===== src/rtl/usr_pkg.sv =====
// Shared constants for the endpoint-zero standard request responder.
package usr_pkg;
    // Request type and request code values.
    localparam logic [7:0] BM_OUT_DEV = 8'h00;
    localparam logic [7:0] BM_IN_DEV = 8'h80;
    localparam logic [7:0] BM_IN_ITF = 8'h81;
    localparam logic [7:0] BM_IN_EP = 8'h82;
    localparam logic [7:0] RQ_GET_STATUS = 8'h00;
    localparam logic [7:0] RQ_GET_DESC = 8'h06;
    localparam logic [7:0] RQ_GET_CONFIG = 8'h08;
    localparam logic [7:0] RQ_SET_CONFIG = 8'h09;
    // Descriptor types carried in the high value byte.
    localparam logic [7:0] DT_DEVICE = 8'h01;
    localparam logic [7:0] DT_CONFIG = 8'h02;
    localparam logic [7:0] DT_STRING = 8'h03;
    localparam logic [15:0] LANG_ID = 16'h0409;
    localparam logic [7:0] CFG_NONE = 8'h00;
    localparam logic [7:0] CFG_ONE = 8'h01;
    // Endpoint addresses answered by get-status.
    localparam logic [7:0] EP_CTRL = 8'h00;
    localparam logic [7:0] EP_BULK_IN = 8'h81;
    localparam logic [7:0] EP_BULK_OUT = 8'h02;
    localparam logic [7:0] EP_INT_IN = 8'h83;
    // Descriptor table layout: start and length of each entry.
    localparam logic [6:0] ROM_DEV = 7'h00;
    localparam logic [6:0] LEN_DEV = 7'h12;
    localparam logic [6:0] ROM_CFG = 7'h12;
    localparam logic [6:0] LEN_CFG = 7'h27;
    localparam logic [6:0] ROM_STR0 = 7'h39;
    localparam logic [6:0] LEN_STR0 = 7'h04;
    localparam logic [6:0] ROM_STR1 = 7'h3D;
    localparam logic [6:0] LEN_STR1 = 7'h10;
    localparam logic [6:0] ROM_STR2 = 7'h4D;
    localparam logic [6:0] LEN_STR2 = 7'h1E;
    localparam logic [6:0] ROM_STR3 = 7'h6B;
    localparam logic [6:0] LEN_STR3 = 7'h0A;
    localparam int ROM_SIZE = 117;
    // Class and protocol bytes that depend on the silicon revision.
    localparam logic [6:0] ROM_ITF_CLASS = 7'h20;
    localparam logic [6:0] ROM_ITF_PROTO = 7'h22;
    localparam logic [7:0] CLASS_LATE = 8'hFF;
    localparam logic [7:0] CLASS_EARLY = 8'h00;
    localparam logic [15:0] LEN_STATUS = 16'h0002;
    localparam logic [15:0] LEN_CONFIG = 16'h0001;
    typedef enum logic [1:0] {
        DEV_IDLE,
        DEV_SEND,
        DEV_ACK
    } usr_dev_state_e;
    typedef enum logic {
        HOST_IDLE,
        HOST_WAIT
    } usr_host_state_e;
endpackage


===== src/rtl/usr_ep0_if.sv =====
// Endpoint-zero link between the host controller end and the device end.
interface usr_ep0_if;
    logic setup_valid;
    logic [63:0] setup_pkt;
    logic in_valid;
    logic [7:0] in_data;
    logic in_last;
    logic status_ack;
    logic stall;
    modport dev (
        input setup_valid, setup_pkt,
        output in_valid, in_data, in_last, status_ack, stall
    );
    modport host (
        output setup_valid, setup_pkt,
        input in_valid, in_data, in_last, status_ack, stall
    );
endinterface


===== src/rtl/usr_desc_rom.sv =====
// Descriptor table read one byte at a time, fixed except for the class and protocol bytes, which follow the revision.
module usr_desc_rom #(
    parameter logic [15:0] VENDOR_CODE = 16'h1234,
    parameter logic [15:0] PRODUCT_CODE = 16'h5678,
    parameter logic [15:0] DEV_RELEASE = 16'h0200
) (
    input wire logic [6:0] i_addr,   // Byte address into the table
    input wire logic i_rev_late,     // Later silicon revision
    output logic [7:0] o_byte        // Table byte at i_addr
);
    // The vendor, product and release defaults are arbitrary values.
    localparam int N = usr_pkg::ROM_SIZE;
    localparam logic [8*N-1:0] TABLE = {
        8'h12, 8'h01, 8'h10, 8'h01, 8'h00, 8'h00, 8'h00, 8'h08,
        VENDOR_CODE[7:0], VENDOR_CODE[15:8],
        PRODUCT_CODE[7:0], PRODUCT_CODE[15:8],
        DEV_RELEASE[7:0], DEV_RELEASE[15:8],
        8'h01, 8'h02, 8'h03, 8'h01,
        8'h09, 8'h02, 8'h27, 8'h00, 8'h01, 8'h01, 8'h00, 8'hA0,
        8'h50, 8'h09, 8'h04, 8'h00, 8'h00, 8'h03, 8'h00, 8'h00,
        8'h00, 8'h00, 8'h07, 8'h05, 8'h81, 8'h02, 8'h40, 8'h00,
        8'h00, 8'h07, 8'h05, 8'h02, 8'h02, 8'h40, 8'h00, 8'h00,
        8'h07, 8'h05, 8'h83, 8'h03, 8'h08, 8'h00, 8'h01,
        8'h04, 8'h03, 8'h04, 8'h09,
        8'h10, 8'h03, 8'h41, 8'h00, 8'h43, 8'h00, 8'h4D, 8'h00,
        8'h45, 8'h00, 8'h4E, 8'h00, 8'h45, 8'h00, 8'h54, 8'h00,
        8'h1E, 8'h03, 8'h55, 8'h00, 8'h53, 8'h00, 8'h42, 8'h00,
        8'h20, 8'h00, 8'h31, 8'h00, 8'h30, 8'h00, 8'h2F, 8'h00,
        8'h31, 8'h00, 8'h30, 8'h00, 8'h30, 8'h00, 8'h20, 8'h00,
        8'h4C, 8'h00, 8'h41, 8'h00, 8'h4E, 8'h00,
        8'h0A, 8'h03, 8'h30, 8'h00, 8'h30, 8'h00, 8'h30, 8'h00,
        8'h31, 8'h00
    };
    wire in_range = int'(i_addr) < N;
    wire [6:0] rev_addr = 7'(N - 1) - i_addr;
    wire [7:0] raw = in_range ? TABLE[rev_addr*8 +: 8] : 8'h00;
    wire rev_byte = i_addr == usr_pkg::ROM_ITF_CLASS ||
                    i_addr == usr_pkg::ROM_ITF_PROTO;
    wire [7:0] class_code = i_rev_late ? usr_pkg::CLASS_LATE
                                       : usr_pkg::CLASS_EARLY;
    assign o_byte = rev_byte ? class_code : raw;
endmodule


===== src/rtl/usr_dev_end.sv =====
// Device end: decodes SETUP packets and answers standard requests.
module usr_dev_end (
    input wire logic i_sys_clk,         // System clock, 25 MHz
    input wire logic i_rst_b,           // Asynchronous reset, active low
    usr_ep0_if.dev ep,                  // Endpoint-zero link
    input wire logic i_rev_late,        // Later silicon revision
    input wire logic [3:0] i_ep_halt,   // Halt of EP 00, 81, 02, 83
    input wire logic i_self_powered,    // Device status bit 0
    input wire logic i_remote_wake_en,  // Device status bit 1
    output logic o_configured,          // Configuration 1 selected
    output logic [7:0] o_config_value   // Current configuration value
);
    // Fields of the SETUP packet, first byte in the low bits.
    wire [7:0] bm_req = ep.setup_pkt[7:0];
    wire [7:0] req = ep.setup_pkt[15:8];
    wire [7:0] val_l = ep.setup_pkt[23:16];
    wire [7:0] val_h = ep.setup_pkt[31:24];
    wire [7:0] idx_l = ep.setup_pkt[39:32];
    wire [15:0] idx = ep.setup_pkt[47:32];
    wire [15:0] w_len = ep.setup_pkt[63:48];

    // Number of bytes to send: the shorter of the two lengths.
    function automatic logic [15:0] clip(input logic [15:0] full,
                                         input logic [15:0] asked);
        clip = (asked < full) ? asked : full;
    endfunction

    // Halt bit for an endpoint address, zero when not one of ours.
    function automatic logic halt_of(input logic [7:0] addr,
                                     input logic [3:0] halt);
        unique case (addr)
            usr_pkg::EP_CTRL: halt_of = halt[0];
            usr_pkg::EP_BULK_IN: halt_of = halt[1];
            usr_pkg::EP_BULK_OUT: halt_of = halt[2];
            usr_pkg::EP_INT_IN: halt_of = halt[3];
            default: halt_of = 1'b0;
        endcase
    endfunction

    // Request decode.
    wire is_set_cfg = bm_req == usr_pkg::BM_OUT_DEV &&
                      req == usr_pkg::RQ_SET_CONFIG;
    wire set_cfg_ok = is_set_cfg && val_h == 8'h00 &&
                      (val_l == usr_pkg::CFG_NONE ||
                       val_l == usr_pkg::CFG_ONE);
    wire is_get_desc = bm_req == usr_pkg::BM_IN_DEV &&
                       req == usr_pkg::RQ_GET_DESC;
    wire lang_ok = idx == usr_pkg::LANG_ID;
    wire is_str = is_get_desc && val_h == usr_pkg::DT_STRING;
    wire desc_dev = is_get_desc && val_h == usr_pkg::DT_DEVICE;
    wire desc_cfg = is_get_desc && val_h == usr_pkg::DT_CONFIG;
    wire desc_s0 = is_str && val_l == 8'h00;
    wire desc_s1 = is_str && val_l == 8'h01 && lang_ok;
    wire desc_s2 = is_str && val_l == 8'h02 && lang_ok;
    wire desc_s3 = is_str && val_l == 8'h03 && lang_ok;
    wire any_desc = desc_dev | desc_cfg | desc_s0 | desc_s1 |
                    desc_s2 | desc_s3;
    wire get_cfg = bm_req == usr_pkg::BM_IN_DEV &&
                   req == usr_pkg::RQ_GET_CONFIG;
    wire st_dev = bm_req == usr_pkg::BM_IN_DEV &&
                  req == usr_pkg::RQ_GET_STATUS;
    wire st_itf = bm_req == usr_pkg::BM_IN_ITF &&
                  req == usr_pkg::RQ_GET_STATUS && idx_l == 8'h00;
    wire ep_known = idx_l == usr_pkg::EP_CTRL ||
                    idx_l == usr_pkg::EP_BULK_IN ||
                    idx_l == usr_pkg::EP_BULK_OUT ||
                    idx_l == usr_pkg::EP_INT_IN;
    wire st_ep = bm_req == usr_pkg::BM_IN_EP &&
                 req == usr_pkg::RQ_GET_STATUS && ep_known;
    wire any_reg = get_cfg | st_dev | st_itf | st_ep;
    wire supported = set_cfg_ok | any_desc | any_reg;

    // Table entry chosen by the descriptor request.
    wire [6:0] desc_base =
        desc_dev ? usr_pkg::ROM_DEV :
        desc_cfg ? usr_pkg::ROM_CFG :
        desc_s0 ? usr_pkg::ROM_STR0 :
        desc_s1 ? usr_pkg::ROM_STR1 :
        desc_s2 ? usr_pkg::ROM_STR2 : usr_pkg::ROM_STR3;
    wire [6:0] desc_len =
        desc_dev ? usr_pkg::LEN_DEV :
        desc_cfg ? usr_pkg::LEN_CFG :
        desc_s0 ? usr_pkg::LEN_STR0 :
        desc_s1 ? usr_pkg::LEN_STR1 :
        desc_s2 ? usr_pkg::LEN_STR2 : usr_pkg::LEN_STR3;

    // Bytes of a status or configuration answer.
    wire [7:0] dev_status = {6'h00, i_remote_wake_en, i_self_powered};
    wire [7:0] ep_status = {7'h00, halt_of(idx_l, i_ep_halt)};
    wire [7:0] reg_byte0 = get_cfg ? o_config_value :
                           st_dev ? dev_status :
                           st_ep ? ep_status : 8'h00;
    wire [15:0] reg_len = get_cfg ? usr_pkg::LEN_CONFIG
                                  : usr_pkg::LEN_STATUS;
    wire [15:0] full_len = any_desc ? {9'h000, desc_len} : reg_len;
    wire [15:0] send_len = clip(full_len, w_len);

    // The halt, power and revision inputs come from logic on this clock,
    // so they are read without synchronisers.
    usr_pkg::usr_dev_state_e state;
    usr_pkg::usr_dev_state_e next_state;
    logic [15:0] pos;
    logic [15:0] len_q;
    logic [6:0] base_q;
    logic from_rom_q;
    logic [7:0] reg_q;
    logic [7:0] rom_byte;

    // A new SETUP always wins, even in the middle of a reply, because a
    // host that gives up on a transfer starts over with a fresh SETUP.
    wire take = ep.setup_valid;
    wire is_in = any_desc | any_reg;
    wire has_data = is_in && send_len != 16'h0000;
    wire sending = state == usr_pkg::DEV_SEND;
    wire [15:0] pos_inc = pos + 16'h0001;
    wire at_end = pos_inc == len_q;
    wire [6:0] rom_addr = base_q + pos[6:0];
    wire [7:0] reg_pick = pos[0] ? 8'h00 : reg_q;
    wire [7:0] next_byte = from_rom_q ? rom_byte : reg_pick;

    // Descriptor bytes are looked up one at a time as the reply runs.
    usr_desc_rom u_usr_desc_rom (
        .i_addr(rom_addr),
        .i_rev_late(i_rev_late),
        .o_byte(rom_byte)
    );

    // Reply sequencing: send the bytes, then acknowledge the status stage.
    always_comb begin
        next_state = state;
        unique case (state)
            usr_pkg::DEV_IDLE: next_state = usr_pkg::DEV_IDLE;
            usr_pkg::DEV_SEND: begin
                if (at_end)
                    next_state = usr_pkg::DEV_ACK;
            end
            usr_pkg::DEV_ACK: next_state = usr_pkg::DEV_IDLE;
            default: next_state = usr_pkg::DEV_IDLE;
        endcase
        if (take && has_data)
            next_state = usr_pkg::DEV_SEND;
        else if (take && supported)
            next_state = usr_pkg::DEV_ACK;
        else if (take)
            next_state = usr_pkg::DEV_IDLE;
    end

    always_ff @(posedge i_sys_clk or negedge i_rst_b) begin
        if (!i_rst_b)
            state <= usr_pkg::DEV_IDLE;
        else
            state <= next_state;
    end

    // What the reply needs is kept here, so the request bytes may change
    // once the SETUP has been taken.
    always_ff @(posedge i_sys_clk or negedge i_rst_b) begin
        if (!i_rst_b) begin
            len_q <= 16'h0000;
            base_q <= 7'h00;
            from_rom_q <= 1'b0;
            reg_q <= 8'h00;
        end else if (take) begin
            len_q <= send_len;
            base_q <= desc_base;
            from_rom_q <= any_desc;
            reg_q <= reg_byte0;
        end
    end

    always_ff @(posedge i_sys_clk or negedge i_rst_b) begin
        if (!i_rst_b)
            pos <= 16'h0000;
        else if (take)
            pos <= 16'h0000;
        else if (sending)
            pos <= pos_inc;
    end

    always_ff @(posedge i_sys_clk or negedge i_rst_b) begin
        if (!i_rst_b) begin
            ep.in_valid <= 1'b0;
            ep.in_data <= 8'h00;
            ep.in_last <= 1'b0;
        end else begin
            ep.in_valid <= sending && !take;
            ep.in_data <= next_byte;
            ep.in_last <= sending && at_end && !take;
        end
    end

    always_ff @(posedge i_sys_clk or negedge i_rst_b) begin
        if (!i_rst_b) begin
            ep.status_ack <= 1'b0;
            ep.stall <= 1'b0;
        end else begin
            ep.status_ack <= state == usr_pkg::DEV_ACK && !take;
            ep.stall <= take && !supported;
        end
    end

    always_ff @(posedge i_sys_clk or negedge i_rst_b) begin
        if (!i_rst_b) begin
            o_config_value <= usr_pkg::CFG_NONE;
            o_configured <= 1'b0;
        end else if (take && set_cfg_ok) begin
            o_config_value <= val_l;
            o_configured <= val_l == usr_pkg::CFG_ONE;
        end
    end
endmodule


===== src/flat_wrapper.sv =====
// flat-port wrapper written by rule: the top's interface ports become plain ports
module usr_dev_end_flat 
  (i_sys_clk, i_rst_b, i_rev_late, i_ep_halt, i_self_powered, i_remote_wake_en, o_configured, o_config_value, ep_setup_valid, ep_setup_pkt, ep_in_valid, ep_in_data, ep_in_last, ep_status_ack, ep_stall);
  usr_ep0_if ep_i ();
  input wire logic i_sys_clk;
  input wire logic i_rst_b;
  input wire logic i_rev_late;
  input wire logic [3:0] i_ep_halt;
  input wire logic i_self_powered;
  input wire logic i_remote_wake_en;
  output logic o_configured;
  output logic [7:0] o_config_value;
  input wire logic [$bits(ep_i.setup_valid)-1:0] ep_setup_valid;
  input wire logic [$bits(ep_i.setup_pkt)-1:0] ep_setup_pkt;
  output wire logic [$bits(ep_i.in_valid)-1:0] ep_in_valid;
  output wire logic [$bits(ep_i.in_data)-1:0] ep_in_data;
  output wire logic [$bits(ep_i.in_last)-1:0] ep_in_last;
  output wire logic [$bits(ep_i.status_ack)-1:0] ep_status_ack;
  output wire logic [$bits(ep_i.stall)-1:0] ep_stall;
  assign ep_i.setup_valid = ep_setup_valid;
  assign ep_i.setup_pkt = ep_setup_pkt;
  assign ep_in_valid = ep_i.in_valid;
  assign ep_in_data = ep_i.in_data;
  assign ep_in_last = ep_i.in_last;
  assign ep_status_ack = ep_i.status_ack;
  assign ep_stall = ep_i.stall;
  usr_dev_end u_core (.i_sys_clk(i_sys_clk), .i_rst_b(i_rst_b), .ep(ep_i), .i_rev_late(i_rev_late), .i_ep_halt(i_ep_halt), .i_self_powered(i_self_powered), .i_remote_wake_en(i_remote_wake_en), .o_configured(o_configured), .o_config_value(o_config_value));
endmodule

===== config.mk =====
export PLATFORM = sky130hd
export DESIGN_NAME = usr_dev_end_flat
export DESIGN_NICKNAME = d
export VERILOG_FILES = /design/src/rtl/usr_pkg.sv /design/src/rtl/usr_ep0_if.sv /design/src/rtl/usr_desc_rom.sv /design/src/rtl/usr_dev_end.sv /design/src/flat_wrapper.sv
export SDC_FILE = /design/constraint.sdc
export NUM_CORES = 1
export LEC_CHECK = 0
export BUFFER_PORTS_ARGS = -buffer_cell sky130_fd_sc_hd__buf_2
export CAP_MARGIN = 20
export CORE_ASPECT_RATIO = 1.75
export CORE_UTILIZATION = 62
export DETAILED_ROUTE_END_ITERATION = 6
export GPL_TIMING_DRIVEN = 0
export PLACE_DENSITY = 0.84
export REMOVE_ABC_BUFFERS = 1
export SYNTH_ARGS = -nofsm -noshare
export SYNTH_HDL_FRONTEND = slang
export SYNTH_SLANG_ARGS = --single-unit

===== constraint.sdc =====
create_clock -name i_sys_clk -period 8.8 [get_ports i_sys_clk]
set_input_delay 0.44 -clock i_sys_clk [delete_from_list [all_inputs] [get_ports i_sys_clk]]
set_output_delay 0.44 -clock i_sys_clk [all_outputs]
set_load 0.05 [all_outputs]

==> results of run 1 <==
[path summary, 6_finish.rpt]
kind,endpoint,startpoint,slack [ns],cells past startpoint
setup / recovery,u_core.ep.in_data[0],u_core.pos[0],4.40,10
hold / removal,u_core.reg_q[7],i_rst_b,0.21,1
setup reg to reg,u_core.ep.in_data[0],u_core.pos[0],4.40,10
hold reg to reg,u_core.ep.status_ack,u_core.state[0],0.46,1
max in group asynchronous,u_core.len_q[2],i_rst_b,8.02,1
min in group i_sys_clk,u_core.reg_q[1],i_remote_wake_en,0.41,3
[worst reg2reg max path, stage by stage (launching register included)]
cell	delay, ns
dfrtp_1	0.60
ha_1	0.32
fa_1	0.56
inv_1	0.19
ha_1	0.41
nor2_1	0.11
a21oi_2	0.25
nand3b_2	0.20
xor2_2	0.67
mux4_2	0.66
a221o_1	0.32
[per-layer routing]
| layer | vias to the layer above | part of all wire [%] | GRT usage [%] | wire, um |
|---|---|---|---|---|
| li1 | 2560 | - | - | - |
| met1 | 2571 | 36 | 37.5 | 5510 |
| met2 | 218 | 54 | 62.1 | 8280 |
| met3 | 78 | 4.9 | 6.59 | 753 |
| met4 | 0 | 5.7 | 22.7 | 884 |
| met5 | - | 0 | 0 | 0 |
[placed cells by master, fill, tap and decap left out, types with 4 or more instances in the layout]
cell and n:
a211oi_1 8, a21o_1 4, a21oi_1 33, a31oi_1 12, and2_1 13, and3_1 8
buf_2 94, clkbuf_16 9, dfrtp_1 70, ha_1 20, inv_1 25, mux2_2 4
mux2i_1 15, nand2_1 43, nand3_1 33, nand4_1 13, nor2_1 60, nor2b_1 15
nor3_1 19, nor3b_1 7, nor4_1 14, o211ai_1 5, o21a_1 4, o21ai_0 44
o21ai_1 9, o22ai_1 4, or3_1 9, or4_1 8, xnor2_1 17, xnor2_2 5
xor2_1 21
[metrics by stage]
step | hold WS (ns) | utilization, % | cells | total power [uW]
2_1_floorplan | 0.144 | - | 617 | 458
3_3_place_gp | 0.442 | 68.9 | 828 | 517
3_5_place_dp | 0.462 | 69.5 | 831 | 525
4_1_cts | 0.244 | 72.8 | 847 | 871
5_1_grt | 0.286 | 73.2 | 849 | 909
6_report | 0.213 | 73.2 | 849 | 875
[synth_stat cells (10+ instances only)]
master     n
a31oi_1   12
nand4_1   13
nor2b_1   15
nor2_1    60
and2_1    13
a21oi_1   33
dfrtp_1   70
nor4_1    14
nand3_1   33
xnor2_1   20
mux2i_1   15
clkbuf_1  28
nand2_1   43
xor2_1    21
buf_2     10
nor3_1    19
ha_1      20
inv_1     25
o21ai_0   44
[registers in the layout, summed over array words and instances, names as in the netlist]
| register | count |
|---|---|
| u_core.o_config_value | 8 |
| u_core.len_q | 16 |
| u_core.from_rom_q | 1 |
| u_core.state | 2 |
| u_core.pos | 16 |
| u_core.ep.stall | 1 |
| u_core.ep.status_ack | 1 |
| u_core.reg_q | 8 |
| u_core.o_configured | 1 |
| u_core.base_q | 6 |
| u_core.ep.in_valid | 1 |
| u_core.ep.in_last | 1 |
| u_core.ep.in_data | 8 |
[cells by family after synthesis]
group,after synthesis,share of synthesized area [%]
AO/OA/AOI/OAI,171,20.6
XOR/XNOR,47,8.60
adder cells (fa/ha/maj),21,4.93
buffers and inverters,67,4.88
flip-flops,70,31.9
multiplexers,20,3.97
AND/OR/NAND/NOR,262,25.1
[final cells by class]
| type | count | area [um2] | share of cell area [%] |
|---|---|---|---|
| multi-input cells | 521 | 3490 | 55.3 |
| flip-flops and latches | 70 | 1750 | 27.8 |
| repair buffers | 99 | 536 | 8.49 |
| clock buffers | 9 | 225 | 3.57 |
| well taps | 117 | 146 | 2.32 |
| inverters | 26 | 97.6 | 1.55 |
| clock inverters | 7 | 62.6 | 0.992 |
[power by group through the flow]
stage,clock network [uW],registers (uW),logic (uW)
floorplan,0,355,103
global placement,0,340,178
detailed placement,0,340,185
CTS,350,334,186
global route,365,335,209
finish,347,334,194
==> results.json, run 1 <==
{
  "insertedDiodeCount": 0,
  "synthCells": 658,
  "htree_levels": 3,
  "place_area_um2": 5980,
  "worst_slack_ns": 4.40,
  "cp_max_fo": 18,
  "grt_pass1_vias": 5358,
  "synth_top_area_cell": "dfrtp_1",
  "rsz0062_at_grt": "false",
  "relSlewSlack_pct": 29.7,
  "num_rows": 45,
  "wl_per_cell_um": 18.2,
  "switchingPower_uw": 278,
  "fin_crit_sh_pct": 50.0,
  "cts-root-buf": "clkbuf_16",
  "drt_iter0_markers": 516,
  "die_height_um": 126,
  "post-route-min-period_ns": 4.40,
  "clock_path_buffers": 2,
  "fin_area_um2": 6310,
  "max_freq_mhz": 227,
  "wirelength_mm": 15.4,
  "die_area_um2": 9240,
  "cts_tree": "done",
  "dr.pass1.iters": 5,
  "overflow": 0,
  "ant_nets": 0,
  "synth_edf_count": 0,
  "dp_slack_ns": 4.42,
  "drc_errors": 0,
  "irDropWorstVdd_mv": 0.178,
  "clkSlewWorstSetupHoldPaths_ns": 0.06,
  "grt_max_degree": 71,
  "ctsResizeCount": 0,
  "combPwrFrac_pct": 22.2,
  "hold_path.class": "input port to async pin",
  "nNetsFinal": 822,
  "total_leakage_power_uw": 0.00282,
  "crit_chain": "ha_1 > fa_1 > inv_1 > ha_1 > nor2_1 > a21oi_2 > nand3b_2 > xor2_2 > mux4_2 > a221o_1",
  "drive_gt1_share_pct": 19.4,
  "portBuffers": 94,
  "ys.flop_type": "dfrtp_1",
  "synth_area_um2": 5490,
  "clk-insertion-delay-late_ns": 0.34,
  "ys_async_sr_fraction_pct": 100,
  "p_int_uw": 597,
  "finalHoldViolCount": 0,
  "io_pins": 95,
  "cts_sinks": 70,
  "crit_arrival_ns": 4.62,
  "end_kind": "register",
  "crit_top_cell": "ha_1",
  "slowest_stage": "xor2_2",
  "cpPeakStageDelay_ns": 0.67,
  "status": "finished clean",
  "grt_pass1_wl_mm": 24.9,
  "synth.distinct_cells": 85,
  "gr-usage-all-layers_pct": 35.4,
  "worstSetupPathType": "register to register",
  "coreArea_um2": 8610,
  "ys_ff_latch": 70,
  "dieWidth_um": 73.1,
  "holdBufCountCts": 0,
  "seq_area_frac_synth_pct": 31.9,
  "start_util_pct": 63.7,
  "hpwlAfterDp_mm": 11.3,
  "critPathTopFamily": "adder cells",
  "switching_share_pct": 31.8,
  "ys_warn_count": 0,
  "dr_total_vias": 5427,
  "setup_viol_count_final": 0,
  "crit_buf_inv": 1,
  "via_per_inst": 6.39,
  "post_cts_buffers": 0,
  "synth.area.top_cells": "dfrtp_1, ha_1, nor2_1",
  "netlist.area_leader.share_pct": 31.9,
  "numCtsBuffers": 9,
  "power_density_nw_per_um2": 139,
  "worst_pin_slew_ns": 1.04,
  "finClkSkew_ns": 0.00707,
  "slew_viol_final": 0,
  "drv_cap": 0,
  "clock_power_share_pct": 39.6,
  "place.gp.congestion": 0.952,
  "antenna_found_initial": 0,
  "pwr-share-seq_pct": 38.2,
  "cp.required_ns": 9.02,
  "startpoint_type": "register",
  "syn_to_final_growth_pct": 15.0,
  "fillers": 659,
  "postSynthAreaPerCell_um2": 8.34,
  "fin_tns_setup_ns": 0
}
Power figures use the tool's default switching activity.
==> run 2, diff against run 1 <==
--- a/config.mk
+++ b/config.mk
@@ -8,10 +8,10 @@
 export BUFFER_PORTS_ARGS = -buffer_cell sky130_fd_sc_hd__buf_2
 export CAP_MARGIN = 20
 export CORE_ASPECT_RATIO = 1.75
-export CORE_UTILIZATION = 62
+export CORE_UTILIZATION = 57
 export DETAILED_ROUTE_END_ITERATION = 6
 export GPL_TIMING_DRIVEN = 0
-export PLACE_DENSITY = 0.84
+export PLACE_DENSITY = 0.78
 export REMOVE_ABC_BUFFERS = 1
 export SYNTH_ARGS = -nofsm -noshare
 export SYNTH_HDL_FRONTEND = slang
==> constraint.sdc (replaced) <==
create_clock -name i_sys_clk -period 4.4 [get_ports i_sys_clk]
set_input_delay 0.22 -clock i_sys_clk [delete_from_list [all_inputs] [get_ports i_sys_clk]]
set_output_delay 0.22 -clock i_sys_clk [all_outputs]
set_load 0.05 [all_outputs]
==> run 2 against run 1 <==
The run now ends with hold timing left. Count of clock-buffer cells in the layout stayed put. Largest power group is now registers. Clock skew grew 0.00081 ns. Critical endpoint unchanged. Setup slack got worse by 4.1 ns.
==> results.json, run 2 (synthesis gave the netlist of run 1 again) <==
{
  "drt_iter0_markers": 324,
  "num_rows": 47,
  "hpwlAfterDp_mm": 11.2,
  "placedCellCount": 836,
  "whs_ns": -0.00561,
  "overflow": 0,
  "finalHoldViolCount": 9,
  "final_cells": 858,
  "io_pins": 95,
  "cp_max_fo": 16,
  "setup_viol_count_final": 0,
  "status": "finished, violations left",
  "numCtsBuffers": 9,
  "layout_common_cells": "buf_2, dfrtp_1, nor2_1, o21ai_0, nand2_1",
  "slew_viol_final": 0,
  "grt_pass1_vias": 5316,
  "startpoint_type": "register",
  "antenna_found_initial": 0,
  "portBuffers": 94,
  "dr_total_vias": 5393,
  "worst_pin_slew_ns": 1.05,
  "total_leakage_power_uw": 0.00284,
  "irDropWorstVdd_mv": 0.294,
  "via_per_inst": 6.29,
  "worst_slack_ns": 0.252,
  "coreArea_um2": 9410,
  "start_util_pct": 58.3,
  "biggestRegsByFlops": "u_core.len_q x16, u_core.pos x16",
  "grt_max_degree": 71,
  "clk-insertion-delay-late_ns": 0.34,
  "die_area_um2": 10000,
  "violations": "hold timing",
  "dr.pass1.iters": 5,
  "wirelength_mm": 15.2,
  "wl_per_cell_um": 17.7,
  "clock_path_buffers": 2,
  "max_freq_mhz": 241,
  "finClkSkew_ns": 0.00788,
  "cts-root-buf": "clkbuf_16",
  "ant_nets": 0,
  "end_kind": "register",
  "cts_sinks": 70,
  "relSlewSlack_pct": 29.2,
  "place.gp.congestion": 0.900,
  "dieWidth_um": 76.2,
  "drv_cap": 0,
  "power_density_nw_per_um2": 272,
  "fin_crit_sh_pct": 94.3,
  "dp_slack_ns": 0.0106,
  "syn_to_final_growth_pct": 15.9,
  "clkSlewWorstSetupHoldPaths_ns": 0.06,
  "gr-usage-all-layers_pct": 31.4,
  "rsz0062_at_grt": "false",
  "hold_path.class": "input port to async pin",
  "holdBufCountCts": 0,
  "cp.required_ns": 4.62,
  "drive_gt1_share_pct": 20.0,
  "power_uw": 1730,
  "htree_levels": 3,
  "worstSetupPathType": "register to register",
  "nNetsFinal": 826,
  "crit_arrival_ns": 4.37,
  "cts_tree": "done",
  "die_height_um": 132,
  "drc_errors": 0,
  "grt_pass1_wl_mm": 25.1,
  "final_common_cell": "buf_2",
  "post-route-min-period_ns": 4.15,
  "insertedDiodeCount": 0
}
==> run 2: worst paths after layout <==
kind / start / end / slack (ns) / cells past startpoint
max in group asynchronous: i_rst_b / u_core.base_q[2] / 3.83 / 1
hold / removal: i_rst_b / u_core.ep.in_data[2] / -0.006 / 1
setup reg to reg: u_core.pos[0] / u_core.ep.in_data[0] / 0.25 / 12
setup / recovery: u_core.pos[0] / u_core.ep.in_data[0] / 0.25 / 12
min in group i_sys_clk: i_remote_wake_en / u_core.reg_q[1] / 0.21 / 3
hold reg to reg: u_core.state[0] / u_core.ep.status_ack / 0.47 / 1
==> run 2: timing repair <==
action,CTS,global route
endpoints found under the setup margin,0,6
setup buffers,0,4
resized for setup,0,3
==> run 2: per-stage QoR <==
| step | utilization [%] | TNS (ns) | instance area (um2) | hold WS, ns |
|---|---|---|---|---|
| CTS | 66.6 | 0 | 6270 | 0.0215 |
| global placement | 63.1 | -4.35 | 5940 | 0.444 |
| global route | 67.5 | 0 | 6350 | 0.0802 |
| floorplan | - | 0 | 5320 | -0.0756 |
| finish | 67.5 | 0 | 6350 | -0.00561 |
| detailed placement | 63.7 | 0 | 5990 | 0.388 |
==> run 2: layout make-up <==
type | instances | area, um2
inverter | 26 | 97.6
tap | 122 | 153
multi-input combinational | 521 | 3510
clock inverter | 7 | 48.8
clock buffer | 9 | 225
fill | 798 | 3050
sequential | 70 | 1750
timing repair buffer | 103 | 566
==> run 2: where the power goes <==
part	internal, uW	switching, uW	leakage [uW]
clock network	381	283	0.000136
registers	659	9.10	0.000942
logic	150	246	0.00176
==> run 2: critical path: stages (launching register included) <==
cell and delay (ns):
dfrtp_1 0.60, ha_1 0.31, fa_1 0.57, inv_1 0.21, ha_2 0.33, nor2_1 0.08
a21oi_2 0.31, xnor2_2 0.28, buf_6 0.24, a31oi_1 0.16, a31oi_1 0.10, mux4_2 0.52
a221o_1 0.31
==> run 2: per-layer routing <==
| layer | up-vias | share of wire (%) | wire (um) | GRT usage [%] |
|---|---|---|---|---|
| met5 | - | 0 | 0 | 0 |
| met2 | 187 | 54 | 8160 | 55.9 |
| li1 | 2555 | - | - | - |
| met4 | 0 | 5.3 | 810 | 20.3 |
| met1 | 2601 | 37 | 5610 | 34.2 |
| met3 | 50 | 4.1 | 618 | 4.98 |
